===== src/design/ces_pkg.sv =====
package ces_pkg;

    // Display limits, raw counts with decimal point dropped
    localparam logic signed [31:0] DISP_LOW = -32'sd19999;
    localparam logic signed [31:0] DISP_HIGH = 32'sd32400;
    // Heater current limit in 0.1 A units (55.0 A)
    localparam logic [15:0] HEATER_CUR_MAX = 16'h0226;
    // Valve opening limits in 0.1 % units (-10.0 % .. 110.0 %)
    localparam logic signed [15:0] VALVE_LOW = -16'sh0064;
    localparam logic signed [15:0] VALVE_HIGH = 16'sh044C;
    // Manipulated value that gives about 0 mA on a current output
    localparam logic [15:0] OUT_ZERO_VALUE = 16'h0000;

    // Screen selector codes
    localparam logic [2:0] SCR_PROC = 3'h0;
    localparam logic [2:0] SCR_PROC_SETPOINT = 3'h1;
    localparam logic [2:0] SCR_PROC_MANIP = 3'h2;

    // Display message codes
    typedef enum logic [6:0] {
        MSG_NORMAL = 7'b000_0001,
        MSG_INPUT_ERR = 7'b000_0010,
        MSG_UNDER = 7'b000_0100,
        MSG_OVER = 7'b000_1000,
        MSG_ADC_ERR = 7'b001_0000,
        MSG_MEM_ERR = 7'b010_0000,
        MSG_BLANK = 7'b100_0000
    } ces_msg_type;

    // Output mode applied to the control output stage
    typedef enum logic [2:0] {
        OUT_NORMAL = 3'b001,
        OUT_FORCED = 3'b010,
        OUT_OFF = 3'b100
    } ces_out_type;

endpackage


===== src/design/ces_fault_if.sv =====
`timescale 1ns/1ps
`default_nettype none

interface ces_fault_if;
    logic input_err;
    logic under_range;
    logic over_range;
    logic heater_over;
    logic valve_dash;

    modport src (output input_err, output under_range, output over_range, output heater_over, output valve_dash);
    modport dst (input input_err, input under_range, input over_range, input heater_over, input valve_dash);
endinterface

`default_nettype wire


===== src/design/ces_detect.sv =====
`timescale 1ns/1ps
`default_nettype none

module ces_detect (
    // Measurement
    input wire logic sensor_err,
    input wire logic rtd_sel,
    input wire logic [2:0] rtd_line_open,
    input wire logic signed [31:0] process_value,
    // Heater current, 0.1 A units
    input wire logic [15:0] heater_cur1,
    input wire logic [15:0] heater_cur2,
    input wire logic [15:0] leak_cur1,
    input wire logic [15:0] leak_cur2,
    // Valve position
    input wire logic valve_count_err,
    input wire logic signed [15:0] valve_open,
    // Results
    ces_fault_if.src flt
);

    function automatic logic over_cur(input logic [15:0] cur);
        over_cur = cur > ces_pkg::HEATER_CUR_MAX;
    endfunction

    assign flt.input_err = sensor_err | (rtd_sel & (|rtd_line_open)); // [RULE5]
    assign flt.under_range = process_value < ces_pkg::DISP_LOW; // [RULE6]
    assign flt.over_range = process_value > ces_pkg::DISP_HIGH; // [RULE6]
    assign flt.heater_over = over_cur(heater_cur1) | over_cur(heater_cur2)
        | over_cur(leak_cur1) | over_cur(leak_cur2); // [RULE9]
    assign flt.valve_dash = valve_count_err
        | (valve_open < ces_pkg::VALVE_LOW) | (valve_open > ces_pkg::VALVE_HIGH); // [RULE11]

endmodule

`default_nettype wire


===== src/design/ces_supervisor.sv =====
// Notes on behaviour
// [RULE1] A sensor input error shows the error message and drives the alarms as for a value above the upper limit.
// [RULE2] With input-error-output enabled, the alarm 1 output turns on on any input error.
// [RULE3] The input error message appears only on the three process value screens.
// [RULE4] Input error turns the control output off, or drives the configured manual, stop or error value.
// [RULE5] With a resistance thermometer, an open on any of its three lines is an input error.
// [RULE6] Values below -19999 or above 32400 show under or over patterns, with control continuing.
// [RULE7] A converter fault shows its message and turns control and alarm outputs off.
// [RULE8] A memory fault shows its message and turns all outputs off, current output near 0 mA. Here only control and alarm outputs go off.
// [RULE9] Heater current above 55.0 A shows over-value on all current monitors while control continues.
// [RULE10] Burnout, short or overcurrent lights the heater lamp and flashes the monitor display.
// [RULE11] The valve monitor shows dashes on a count error or opening outside -10 % to 110 %.
// [RULE12] A valve error turns control outputs off or outputs the error value, except under floating control.
// [RULE13] Converter and memory faults override input error and valve error output handling.
`timescale 1ns/1ps
`default_nettype none

module ces_supervisor #(
    parameter int ALARM_N = 2
) (
    // Clock and reset
    input wire logic sys_clk,
    input wire logic rst_n,
    // Fault sources
    input wire logic sensor_err,
    input wire logic rtd_sel,
    input wire logic [2:0] rtd_line_open,
    input wire logic signed [31:0] process_value,
    input wire logic adc_fault,
    input wire logic mem_fault,
    input wire logic [15:0] heater_cur1,
    input wire logic [15:0] heater_cur2,
    input wire logic [15:0] leak_cur1,
    input wire logic [15:0] leak_cur2,
    input wire logic heater_burnout,
    input wire logic heater_short_alarm,
    input wire logic heater_overcur,
    input wire logic valve_count_err,
    input wire logic signed [15:0] valve_open,
    // Configuration
    input wire logic input_err_out_en,
    input wire logic [2:0] screen_sel,
    input wire logic override_en,
    input wire logic [15:0] override_value,
    input wire logic floating_ctrl,
    input wire logic flash_tick,
    // Normal control path
    input wire logic [15:0] ctrl_manipulated_value,
    input wire logic [ALARM_N-1:0] alarm_normal,
    input wire logic [ALARM_N-1:0] alarm_upper,
    // Outputs
    output logic [15:0] ctrl_out_r,
    output logic [2:0] ctrl_mode_r,
    output logic [ALARM_N-1:0] alarm_out_r,
    output logic heater_alarm_lamp_r,
    output logic heater_disp_flash_r,
    output logic heater_disp_over_r,
    output logic [6:0] main_msg_r,
    output logic valve_dash_r,
    output logic input_err_r
);

    ces_fault_if flt ();

    ces_detect u_detect (
        .sensor_err(sensor_err),
        .rtd_sel(rtd_sel),
        .rtd_line_open(rtd_line_open),
        .process_value(process_value),
        .heater_cur1(heater_cur1),
        .heater_cur2(heater_cur2),
        .leak_cur1(leak_cur1),
        .leak_cur2(leak_cur2),
        .valve_count_err(valve_count_err),
        .valve_open(valve_open),
        .flt(flt)
    );

    logic hard_fault;
    logic valve_stop;
    logic value_screen;
    logic heater_event;
    logic flash_phase_r;
    logic [2:0] ctrl_mode_nxt;
    logic [15:0] ctrl_out_nxt;
    logic [ALARM_N-1:0] alarm_nxt;
    logic [6:0] main_msg_nxt;

    assign hard_fault = adc_fault | mem_fault;
    assign valve_stop = flt.valve_dash & ~floating_ctrl; // [RULE12]
    assign value_screen = (screen_sel == ces_pkg::SCR_PROC) | (screen_sel == ces_pkg::SCR_PROC_SETPOINT)
        | (screen_sel == ces_pkg::SCR_PROC_MANIP);
    assign heater_event = heater_burnout | heater_short_alarm | heater_overcur;

    // Control output selection
    always_comb begin
        ctrl_mode_nxt = ces_pkg::OUT_NORMAL;
        ctrl_out_nxt = ctrl_manipulated_value;
        if (hard_fault) begin
            ctrl_mode_nxt = ces_pkg::OUT_OFF; // [RULE7] [RULE8] [RULE13]
            ctrl_out_nxt = ces_pkg::OUT_ZERO_VALUE;
        end else if (flt.input_err || valve_stop) begin
            if (override_en) begin
                ctrl_mode_nxt = ces_pkg::OUT_FORCED; // [RULE4] [RULE12]
                ctrl_out_nxt = override_value;
            end else begin
                ctrl_mode_nxt = ces_pkg::OUT_OFF; // [RULE4] [RULE12]
                ctrl_out_nxt = ces_pkg::OUT_ZERO_VALUE;
            end
        end
    end

    // Alarm output selection
    always_comb begin
        alarm_nxt = alarm_normal;
        if (hard_fault) begin
            alarm_nxt = '0; // [RULE7] [RULE8] [RULE13]
        end else if (flt.input_err) begin
            alarm_nxt = alarm_upper; // [RULE1]
            if (input_err_out_en) begin
                alarm_nxt[0] = 1'b1; // [RULE2]
            end
        end
    end

    // Main display message
    always_comb begin
        main_msg_nxt = ces_pkg::MSG_NORMAL;
        if (mem_fault) begin
            main_msg_nxt = ces_pkg::MSG_MEM_ERR; // [RULE8]
        end else if (adc_fault) begin
            main_msg_nxt = ces_pkg::MSG_ADC_ERR; // [RULE7]
        end else if (!value_screen) begin
            main_msg_nxt = ces_pkg::MSG_NORMAL; // [RULE3]
        end else if (flt.input_err) begin
            main_msg_nxt = ces_pkg::MSG_INPUT_ERR; // [RULE1] [RULE3]
        end else if (flt.under_range) begin
            main_msg_nxt = ces_pkg::MSG_UNDER; // [RULE6]
        end else if (flt.over_range) begin
            main_msg_nxt = ces_pkg::MSG_OVER; // [RULE6]
        end
    end

    always_ff @(posedge sys_clk) begin
        if (!rst_n) begin
            ctrl_mode_r <= ces_pkg::OUT_OFF;
            ctrl_out_r <= ces_pkg::OUT_ZERO_VALUE;
        end else begin
            ctrl_mode_r <= ctrl_mode_nxt;
            ctrl_out_r <= ctrl_out_nxt;
        end
    end

    always_ff @(posedge sys_clk) begin
        if (!rst_n) begin
            alarm_out_r <= '0;
            input_err_r <= 1'b0;
        end else begin
            alarm_out_r <= alarm_nxt;
            input_err_r <= flt.input_err;
        end
    end

    always_ff @(posedge sys_clk) begin
        if (!rst_n) begin
            main_msg_r <= ces_pkg::MSG_NORMAL;
            valve_dash_r <= 1'b0;
            heater_disp_over_r <= 1'b0;
        end else begin
            main_msg_r <= main_msg_nxt;
            valve_dash_r <= flt.valve_dash; // [RULE11]
            heater_disp_over_r <= flt.heater_over; // [RULE9]
        end
    end

    // Heater lamp and monitor flashing
    always_ff @(posedge sys_clk) begin
        if (!rst_n) begin
            flash_phase_r <= 1'b0;
            heater_alarm_lamp_r <= 1'b0;
            heater_disp_flash_r <= 1'b0;
        end else begin
            if (flash_tick) begin
                flash_phase_r <= ~flash_phase_r;
            end
            heater_alarm_lamp_r <= heater_event; // [RULE10]
            heater_disp_flash_r <= heater_event & flash_phase_r; // [RULE10]
        end
    end

endmodule

`default_nettype wire


===== config.mk =====
export PLATFORM = sky130hd
export DESIGN_NAME = ces_supervisor
export DESIGN_NICKNAME = d
export VERILOG_FILES = /design/src/design/ces_pkg.sv /design/src/design/ces_fault_if.sv /design/src/design/ces_detect.sv /design/src/design/ces_supervisor.sv
export SDC_FILE = /design/constraint.sdc
export NUM_CORES = 1
export LEC_CHECK = 0
export ABC_AREA = 1
export BUFFER_PORTS_ARGS = -buffer_cell sky130_fd_sc_hd__buf_2
export CORE_ASPECT_RATIO = 0.8
export CORE_MARGIN = 8
export CORE_UTILIZATION = 37
export CTS_CLUSTER_SIZE = 10
export DETAILED_ROUTE_END_ITERATION = 8
export HOLD_SLACK_MARGIN = 0.03
export PLACE_DENSITY = 0.86
export SYNTH_ARGS = -nofsm -noshare
export SYNTH_HDL_FRONTEND = slang
export SYNTH_SLANG_ARGS = --single-unit

===== constraint.sdc =====
create_clock -name sys_clk -period 2.9 [get_ports sys_clk]
set_input_delay 0.725 -clock sys_clk [delete_from_list [all_inputs] [get_ports sys_clk]]
set_output_delay 0.725 -clock sys_clk [all_outputs]
set_load 0.1 [all_outputs]

==> results, run 1 <==
- The starting density of the core is 37.3%.
- The slowest stage of the critical path is the nand2_4 cell.
- The required time at the endpoint of the critical path is 3060 ps.
- ~200 I/O pins were placed.
- The critical path launch point is valve_open[3].
- Max-cap violations in this run came to 0.
- In the post-synthesis netlist, the biggest area contributors are dfxtp_1, nand2_1, nor2_1, nand4_1, nand3_1.
- Detailed placement finished with a half-perimeter wire length of roughly 6.3 mm.
- After clock tree synthesis, the repair step resized 0 gates.
- The maximum count of clock buffers along a single path is 2.
- The largest net degree at the start of global routing is 24.
- The sink count of the clock tree is 33.
- The largest stage delay on the critical path is around 170 ps.
- Counting stages on the worst path, the most repeated cell is nand2_1.
- At the end of the flow, the number of nets in the layout was ~640.
- The worst clock skew is between 4 and 5 ps.
- The tightest min-delay check is of the reg2reg type.
- The number of hold buffers added after CTS is 0.
- The via count of the first global-routing pass is 2615.
- The number of clock buffers added by TritonCTS is 5.
- The flow ran to the end, and the final reports show no timing, DRC or antenna violations.
- The number of antenna violations at the first check in global routing was 0.
- The setup fix buffers added after clock tree synthesis is 0.
- The maximum clock rate is 0.566 GHz.
- The total area inside the core boundary comes to between 4000 and 5000 sq um.
- The startpoint identified for the worst hold timing path is flash_phase_r.
- For this run, the number of Yosys warnings is 0.
- Traced cell by cell, the critical path runs through buf_2 -> nand2_1 -> inv_2 -> nand2_1 -> nand2_1 -> nand2_1 -> nand2_1 -> nand2_1 -> nand2_1 -> nand2_1 -> nand2_2 -> nand2_4 -> nand2_4 -> nor2_1 -> nor2_1.
- dfxtp_1 takes more of the synthesized area than any other cell.
- In this run the horizontal extent of the chip is approximately 95 microns.
- The mapped netlist covers between 1500 and 2000 sq um.
- The category of the most critical setup path is in2reg.
- The total negative slack for setup checks is 0 ps.
- In the finished design, the share of the clock period the worst path needs comes to about 60%.
- Summed over its instances, the top area cell type makes up a little over a third of the synthesized netlist area.
- The analysis attributes to cell leakage a power of 0.00166 uW.
- The global placer's final weighted congestion is between 0.9 and 1.
- The routed layout has approximately 2500 vias.
- The final-report setup violation count is 0.
- The filler cells instantiated in the layout total approximately 470.
- The tree is rooted in a clkbuf_8.
- Along the worst path, the maximum fanout reaches 18.
- The average size of a mapped cell is ~6.8 sq um.
- The global router's overall resource usage is 18.3%.
- The first-pass GRT wire length is roughly 11 mm.
- The number of flip-flops and latches in the synthesized netlist is 33.
- The per-cell via count in the routed design is 4.73.
- The power density of the placed cells is 387 nW/um^2.
- The first detailed-routing pass took 4 iterations.
- The repair_antennas step left the layout with diodes totalling 0.
- For this run the aggregate overflow at the end of global routing stands at 0.
- The CTS clock-pin slew for the worst setup and hold paths is 70 ps.
- The number of DRC markers in iteration 0 is 94.
- The floorplan step defined a die boundary enclosing between 7000 and 8000 sq um.
- Counting every net in the synthesized netlist gives roughly 440.
- Hold is met by 499 ps.
- The instance count of the mapped netlist is approximately 270.
- The average detailed-routed wire length per instance is around 13 microns.
- After synthesis, the netlist uses 30 different library cells.
- The kind of launch point of the worst setup path is a primary input.
- From bottom edge to top edge, the die measures 78.8 microns.
- Subtracting the final worst setup slack from the clock period gives 1770 ps.
- After detailed routing, the number of remaining DRC violations is 0.
- The number of standard-cell rows in the floorplan is 23.
- The later pin in the worst-skew pair is clocked with a latency of ~280 ps.
- Measured on the finished design, the core utilization comes to about three fifths.
- Once detail routing completed, the nets flagged for antenna violations numbered 0.
- The maximum VDD drop is ~300 uV.
- The critical path data arrival time is approximately 1900 ps.
- TritonCTS built the clock tree.
- From synthesis to final layout, the design area changed by 60.8%.
- The final count of hold timing violations is 0.
- The worst register-to-register path begins at flash_phase_r.
- For this block, the routed nets add up to roughly 7.1 mm of wire.
- The number of H-tree levels is 2.
- Summing the sequential cell areas from Yosys gives between 30% and 40% of the chip area.
- Port buffering added approximately 200 buffers.
- The endpoint type of the worst setup path is a register.
- Setup repair after global routing left no endpoint under its margin.
- The count of final max-slew check failures is 0.
- The fraction of final layout cells sized beyond drive strength 1 is 47.2%.
==> power breakdown <==
part           leakage [uW]  switching, uW  internal, uW
Combinational       0.00135            217           123
Clock             0.0000450            159           166
Sequential         0.000270           4.45           469
==> sequential cells by signal (all words and copies together) (netlist names) <==
name                 cells
heater_disp_over_r       1
ctrl_out_r              16
flash_phase_r            1
ctrl_mode_r              3
heater_disp_flash_r      1
heater_alarm_lamp_r      1
main_msg_r               6
input_err_r              1
valve_dash_r             1
alarm_out_r              2
==> cells in the final DEF, fill, tap and decap left out, drive strengths merged, types with 3 or more instances in the layout <==
master | Yosys | final
a21oi | 5 | 5
nand2 | 73 | 73
dfxtp | 33 | 33
nor3 | 6 | 6
buf | 8 | 201
nor2 | 46 | 46
inv | 21 | 21
nand4 | 25 | 25
o21ai | 3 | 3
nand3b | 3 | 3
nor4 | 7 | 7
clkbuf | 0 | 6
nand3 | 29 | 29
==> metal layers <==
layer,up-vias,part of all wire [%],GRT usage (%)
li1,1301,-,-
met1,1097,39,20.2
met2,114,52,34.7
met3,4,8.8,4.52
met4,0,0.62,3.27
met5,-,0,0
==> path summary, 6_finish.rpt <==
check / end / slack, ps / cells after the start
setup / recovery: ctrl_mode_r[2] / 1130 / 15
hold reg to reg: heater_disp_flash_r / 500 / 1
hold / removal: heater_disp_flash_r / 500 / 1
setup reg to reg: flash_phase_r / 2260 / 2
==> synth_stat cells <==
cell,count
nand2_2,1
nand3_2,3
o21ai_0,3
nor3_4,1
nor4_1,7
nor2_1,45
buf_2,3
a21oi_2,1
inv_2,3
dfxtp_1,33
inv_1,18
nand4_1,25
xnor2_1,1
conb_1,1
buf_4,3
nand3b_1,3
nand3_1,26
a21oi_1,3
a221oi_1,1
nor3b_1,2
or3_4,1
buf_6,2
a211o_1,1
nor3_1,5
a21oi_4,1
nand2_1,70
and2_1,2
nor2_4,1
nand2_4,2
o211ai_1,1
==> final cells by class <==
cell class                 instances  area [sq um]  share of cell area (%)
timing repair buffer             201          1010                    34.4
sequential                        33           661                    22.5
multi-input combinational        207          1030                    35.0
inverter                          21          78.8                    2.68
clock inverter                     2          10.0                   0.341
tap                               62          77.6                    2.64
clock buffer                       6          72.6                    2.47
==> through the flow <==
step	instance area [sq um]	std cells	power (uW)	setup WS, ps
floorplan	1830	269	676	1130
global placement	2860	524	817	911
detailed placement	2860	524	823	835
CTS	2940	532	1150	1130
global route	2940	532	1200	920
finish	2940	532	1140	1130
==> worst max-delay path: cells and delay by family <==
kind	cells	cell delay, ps
buffers and inverters	2	130
AND/OR/NAND/NOR	13	1060
==> logic make-up after synthesis <==
kind of cell | count (synthesis) | synth area share, %
AO/OA/AOI/OAI | 11 | 4.38
XOR/XNOR | 1 | 0.480
buffers and inverters | 29 | 7.60
flip-flops | 33 | 36.2
other | 1 | 0.205
AND/OR/NAND/NOR | 194 | 51.2
Note: power is estimated with default switching activity, not from simulation.
==> inputs of run 2 (changes only) <==
--- a/config.mk
+++ b/config.mk
@@ -9,11 +9,11 @@
 export BUFFER_PORTS_ARGS = -buffer_cell sky130_fd_sc_hd__buf_2
 export CORE_ASPECT_RATIO = 0.8
 export CORE_MARGIN = 8
-export CORE_UTILIZATION = 37
+export CORE_UTILIZATION = 34
 export CTS_CLUSTER_SIZE = 10
 export DETAILED_ROUTE_END_ITERATION = 8
 export HOLD_SLACK_MARGIN = 0.03
-export PLACE_DENSITY = 0.86
+export PLACE_DENSITY = 0.8
 export SYNTH_ARGS = -nofsm -noshare
 export SYNTH_HDL_FRONTEND = slang
 export SYNTH_SLANG_ARGS = --single-unit
==> constraint.sdc (replaced) <==
create_clock -name sys_clk -period 1.8 [get_ports sys_clk]
set_input_delay 0.45 -clock sys_clk [delete_from_list [all_inputs] [get_ports sys_clk]]
set_output_delay 0.45 -clock sys_clk [all_outputs]
set_load 0.1 [all_outputs]
==> run 2 against run 1 <==
  * Routed wire length is 1.6% higher
  * Sequential cell count stayed put
  * Register-to-register slack lost 1100 ps
  * Sequential power is 61% higher
  * Critical endpoint unchanged
  * Critical path depth shrank 9
  * First-iteration DRC count grew 7.4%
  * Sequential share of layout area fell by 0.47 points
  * Worst setup slack worse by 870 ps
==> results, run 2 (synthesis gave the netlist of run 1 again) <==
- The remaining routing DRC violations is 0.
- Setup repair after global routing left no endpoint under its margin.
- The power density of the placed cells is 643 nW/um^2.
- The flow ran to the end, and the final reports show no timing, DRC or antenna violations.
- The number of DRC markers in iteration 0 is 101.
- From bottom edge to top edge, the die measures just over 80 microns.
- The core region area is 5320 sq um.
- The number of filler cells placed in the layout is 529.
- The number of gates resized after CTS is 0.
- The number of H-tree levels is 2.
- The analysis attributes to cell leakage a power of around 0.0017 uW.
- With fillers left out, the area of the finished cells amounts to 3000 sq um.
- The number of iterations in the first detailed-routing pass is 4.
- Buffers placed on the I/O ports in this run total just under 200.
- The final count of hold timing violations is 0.
- The part of the total power dissipated in combinational logic is 29.1%.
- The first global-routing pass estimated roughly 12 mm of wire.
- The design internal power is between 1000 and 1500 uW.
- The half-perimeter wire length of the detailed placement result is about 6.2 mm.
- STA classifies the critical path startpoint as a primary input.
- The tool flagged a number of max-cap violations equal to 0.
- During I/O placement, the number of pins put on the boundary was 201.
- The most common library cell in the layout ignoring fill and taps is buf_2.
- Setup violations remaining at the end of the flow were counted as 0.
- The via count of the first global-routing pass came to ~2600.
- The final layout contains ~640 nets.
- The maximum count of clock buffers along a single path is 2.
- For this design, the CTS-stage hold fixing added 0 buffers.
- The floorplan step defined a die boundary enclosing ~8000 sq um.
- The clock period minus worst slack is between 1500 and 2000 ps.
- Cells fill ~56% of the core in the end.
- Entering global routing, the biggest net connects 23 pins.
- The number of standard-cell rows in the floorplan is 24.
- The root buffer cell is clkbuf_8.
- After clock tree synthesis, the clock-pin slew on the worst setup and hold paths is around 70 ps.
- The net switching power figure is 619 uW.
- The synthesis-to-layout area growth is 64.2%.
- The maximum fanout encountered on the critical timing path is 18.
- The worst-skew pair later-pin latency is between 200 and 300 ps.
- The global placer's final weighted congestion is 0.865.
- The number of diodes is 0.
- The fraction of final layout cells sized beyond drive strength 1 is 47.7%.
- The per-cell via count in the routed design is 4.78.
- The multi-input gate area in the final layout is 1030 sq um.
- The most flop-heavy register is ctrl_out_r.
- VDD sags by at most 296 uV.
- The die is 98.0 microns wide.
- The placed standard-cell area is ~2900 sq um.
- The starting density of the core is 34.4%.
- The number of nets with antenna violations after detailed routing is 0.
- The sink count of the clock tree is 33.
- The required time at the endpoint of the critical path is around 2000 ps.
- The count of final max-slew check failures was 0.
- The path class of the tightest hold or removal check is in2reg.
- Data arrives at the worst endpoint at around 1700 ps.
- Wires add up to ~7.2 mm.
- The flip-flop count of the largest register after layout is 16.
- The worst setup path is captured at a register.
- The number of antenna violations at the first check in global routing is 0.
- In the layout the commonest cells are buf_2, nand2_1, nor2_1.
- The clock buffer count from CTS is 5.
- Dividing the final minimum period by the clock period gives a little under nine tenths.
- Registers are responsible for 39.5% of the overall power.
- Buffers added to address setup during post-CTS repair amount to 0.
- The global router's overall resource usage is between 10% and 20%.
- The total grt overflow is 0.
- The sequential cells in the finished layout cover a total of 661 sq um.
- The via count is about 2600.
- The average detailed-routed wire length per instance is roughly 13 microns.
- Timing would allow up to roughly 0.65 GHz.
- The largest registers in the layout are ctrl_out_r (16), main_msg_r (6), ctrl_mode_r (3).
- The switching share of power is about a third.
- The part of the total power dissipated in the clock network is between 30% and 40%.
- TritonCTS built the clock tree.
- The setup path with the least slack is of type in2reg.
- The worst clock skew is approximately 0.49 ps.
## run 2: cell types whose count changed in the layout (fill, tap and decap cells not counted), sizes merged
cell	previous run	this run
buf	201	203
clkbuf	6	7
clkinv	2	1
## run 2: worst max-delay path: stages
cell,delay [ps]
buf_2,100
or3_4,380
a21oi_4,320
nand2_4,210
nor2_1,180
nor2_1,50
## run 2: worst paths after layout
path                                        from             endpoint  slack, ps  cells after the start
worst max-delay path            rtd_line_open[1]       ctrl_mode_r[2]        260                      6
worst min-delay path                       rst_n        main_msg_r[0]        370                      2
worst max register to register     flash_phase_r        flash_phase_r       1180                      2
worst min register to register     flash_phase_r  heater_disp_flash_r        490                      1
## run 2: stage by stage
stage,total power [uW],hold slack [ps],std cells,setup TNS (ps),worst slack (ps)
after floorplan,1090,470,269,0,304
after global placement,1330,483,529,0,27.0
after detailed placement,1340,479,529,-31.2,-31.2
after CTS,1950,368,537,0,261
after global routing,2020,377,537,0,181
final,1930,375,537,0,264
## run 2: layout make-up
type / instances / share of cell area (%)
clock buffers: 7 / 3.21
well taps: 65 / 2.71
repair buffers: 203 / 35.0
inverters: 21 / 2.63
multi-input cells: 207 / 34.2
flip-flops and latches: 33 / 22.0
clock inverters: 1 / 0.167
## run 2: per-layer routing
layer | global-route usage [%] | part of all wire [%] | vias to the layer above | routed length (microns)
met5 | 0 | 0 | - | 0
met4 | 5.12 | 1.5 | 0 | 111
met3 | 5.93 | 8.5 | 14 | 618
met2 | 32.4 | 51 | 119 | 3680
met1 | 18.3 | 39 | 1133 | 2830
li1 | - | - | 1302 | -
## run 2: power by group through the flow
stage | sequential [uW] | clock (uW) | combinational (uW)
after floorplan | 947 | 0 | 142
after global placement | 778 | 0 | 553
after detailed placement | 778 | 0 | 560
after CTS | 762 | 621 | 563
after global routing | 763 | 653 | 606
final | 762 | 605 | 561
==> inputs of run 3 (changes only) <==
--- a/config.mk
+++ b/config.mk
@@ -6,8 +6,9 @@
 export NUM_CORES = 1
 export LEC_CHECK = 0
 export ABC_AREA = 1
+export ABC_CLOCK_PERIOD_IN_PS = 1800
 export BUFFER_PORTS_ARGS = -buffer_cell sky130_fd_sc_hd__buf_2
-export CORE_ASPECT_RATIO = 0.8
+export CORE_ASPECT_RATIO = 0.9
 export CORE_MARGIN = 8
 export CORE_UTILIZATION = 34
 export CTS_CLUSTER_SIZE = 10
==> run 3 against run 2 <==
  * Non-clock buffer count unchanged
  * Die area decreased by 0.14%
  * Routed wire length decreased by 1.7%
  * Clock power decreased by 8.6%
  * First-iteration DRC count decreased by 36%
  * Fmax increased by 2.7%
  * Sequential cell count unchanged
  * Via count decreased by 3.2%
  * Final area decreased by 1.3%
  * Highest routed layer unchanged
==> results, run 3 (synthesis gave the netlist of run 1 again) <==
- The largest net degree at the start of global routing is 23.
- The source of the worst register-to-register timing path is flash_phase_r.
- The sum of internal, switching and leakage power is roughly 1900 uW.
- The floorplan step set the die height to ~86 microns.
- The flip-flop count of the largest register after layout is 16.
- The type of the worst min-delay path is in2reg.
- In this run the remaining antenna-violating nets after routing total 0.
- The maximum clock rate is around 0.67 GHz.
- Headroom to the max-slew limit came out at between 60% and 70%.
- Summing over every cut layer, the via total after detailed routing is around 2500.
- The overall die width is between 90 and 100 microns.
- The terminating pin of the worst hold path is main_msg_r[0].
- STA puts the critical path data arrival time at about 1100 ps.
- The number of antenna violations at the first check in global routing came to 0.
- For this run, the post-layout net count is between 600 and 700.
- The number of DRC markers in iteration 0 is between 60 and 70.
- Summed over all layers, the routed wires come to 7.12 mm.
- In the final routed layout, each cell accounts on average for approximately 13 microns.
- The number of gates resized after CTS is 0.
- The buffering stage count on the worst path with inverters included is 1.
- The number of maximum-capacitance violations is 0.
- The maximum VDD drop is between 400 and 500 uV.
- The tree is rooted in a clkbuf_8.
- The maximum count of clock buffers along a single path is 2.
- The total grt overflow is 0.
- The half-perimeter wire length of the detailed placement result is roughly 6.4 mm.
- Setup repair after global routing left no endpoint under its margin.
- The required time at the endpoint of the critical path is approximately 1400 ps.
- The smallest clock period supported by the final layout is computed as roughly 1500 ps.
- The pre-antenna-repair detailed-routing pass consisted of 4 iterations.
- The setup slack on the worst flop-to-flop path is 1170 ps.
- The synthesis-to-layout area growth is 62.2%.
- The run finished with clean final reports.
- The most flop-heavy register is ctrl_out_r.
- The final count of hold timing violations is 0.
- The worst register-to-register path has a depth of 2.
- Of all nets on the critical path, the largest fanout is 1.
- In the post-route analysis, the smallest setup slack over all paths is approximately 300 ps.
- After global routing, the most crowded layer is met2.
- The routing usage on met2 is approximately 33%.
- Leaving out fill and tap cells, the most frequent cell in the layout is buf_2.
- In the layout the commonest cells are buf_2, nand2_1, nor2_1.
- The largest individual stage delay along the critical path comes from the cell buf_2.
- The clock tree synthesis step divided the H-tree into 2 levels.
- Input and output buffers added on the ports amount to ~200.
- The end of the worst register-to-register path is flash_phase_r.
- The hold path startpoint is rst_n.
- In the routed layout, each cell is associated on average with a via count of between 4 and 5.
- The number of hold buffers added after CTS is 0.
- The via count of the first global-routing pass came to around 2600.
- After detailed routing, the number of remaining DRC violations is 0.
- The tree built by TritonCTS fans out to 33 sinks.
- The met1 global-route usage is between 10% and 20%.
- Pin placement for this block handled between 200 and 250 I/O pins.
- After clock tree synthesis, the clock-pin slew on the worst setup and hold paths is around 60 ps.
- The share of the cycle needed by the critical path after routing is between 80 and 90%.
- The endpoint type of the worst setup path is an output pin.
- For the pin with the worst max-slew slack, the measured transition is roughly 510 ps.
- TritonCTS built the clock tree.
- The number of diodes is 0.
- The count of final max-slew check failures was 0.
- The clock arrives with around 0.2 ps of skew.
- The largest registers in the layout are ctrl_out_r (16), main_msg_r (6), ctrl_mode_r (3).
- Setup violations remaining at the end of the flow were counted as 0.
- STA classifies the critical path startpoint as a register.
- The share of the core filled with cells in the final layout is about 57%.
- OpenSTA, run right after detailed placement, puts the worst setup slack at about 110 ps.
- The signal on the critical path passes through buf_2.
- Global routing used about 5.3% of the available met3 tracks.
- The first-pass GRT wire length is between 10 and 15 mm.
- Summed over all failing endpoints, the final setup total negative slack is 0 ps.
- The global router's overall resource usage is around 17%.
- On the worst path, the slowest cell contributes a delay of 430 ps.
- The worst-skew pair later-pin latency is about 280 ps.
- The worst setup path is of the reg2out kind.
- The starting density of the core is 35.0%.
- Buffers added to address setup during post-CTS repair amount to 0.
- The instance count along the most critical hold path is 2.
- The area of all placed cells without fillers is 2960 sq um.
- The cell family contributing the most delay on the critical path is buffers and inverters.
- The clock buffer count from CTS is 5.
- The area of the die is 7980 sq um.
- The placed instances occupy a cell area of 2880 sq um.
- The global placer's final weighted congestion is roughly 0.85.
- For this design the ratio of total power to cell area is 629 nW/um^2.
- The floorplan step defined a core boundary enclosing about 5200 sq um.
- In this run the static leakage power is ~0.0017 uW.
- The fraction of final layout cells sized beyond drive strength 1 is a little under half.
- The initialized floorplan defines 25 standard-cell rows.
-- run 3: worst max-delay path by stage --
stage	cells past startpoint	to	from	slack [ps]
after floorplan	6	ctrl_out_r[10]	rtd_line_open[1]	300
after global placement	6	ctrl_out_r[15]	rtd_line_open[1]	110
after detailed placement	6	ctrl_out_r[10]	rtd_line_open[1]	110
after CTS	1	main_msg_r[4]	main_msg_r[4]	300
after global routing	1	main_msg_r[4]	main_msg_r[4]	280
final	1	main_msg_r[4]	main_msg_r[4]	300
-- run 3: stage by stage --
stage / hold WS [ps] / instances
global route: 383 / 538
detailed placement: 494 / 531
global placement: 484 / 531
floorplan: 470 / 269
finish: 379 / 538
CTS: 371 / 538
-- run 3: cell type report --
cell class	instances	area (sq um)
timing repair buffer	203	1030
clock buffer	7	86.3
fill	507	2260
sequential	33	661
inverter	21	78.8
multi-input combinational	207	1030
tap	67	83.8
-- run 3: routing by layer --
layer / share of wire (%) / routed length [microns] / up-vias
met3: 9.2 / 652 / 9
met2: 53 / 3760 / 107
met5: 0 / 0 / -
li1: - / - / 1304
met4: 1.3 / 91 / 0
met1: 37 / 2620 / 1065
-- run 3: where the power goes --
part | switching (uW) | leakage (uW) | internal (uW)
clock network | 250 | 0.0000443 | 303
registers | 7.31 | 0.000270 | 756
logic | 348 | 0.00136 | 201
total | 605 | 0.00167 | 1260
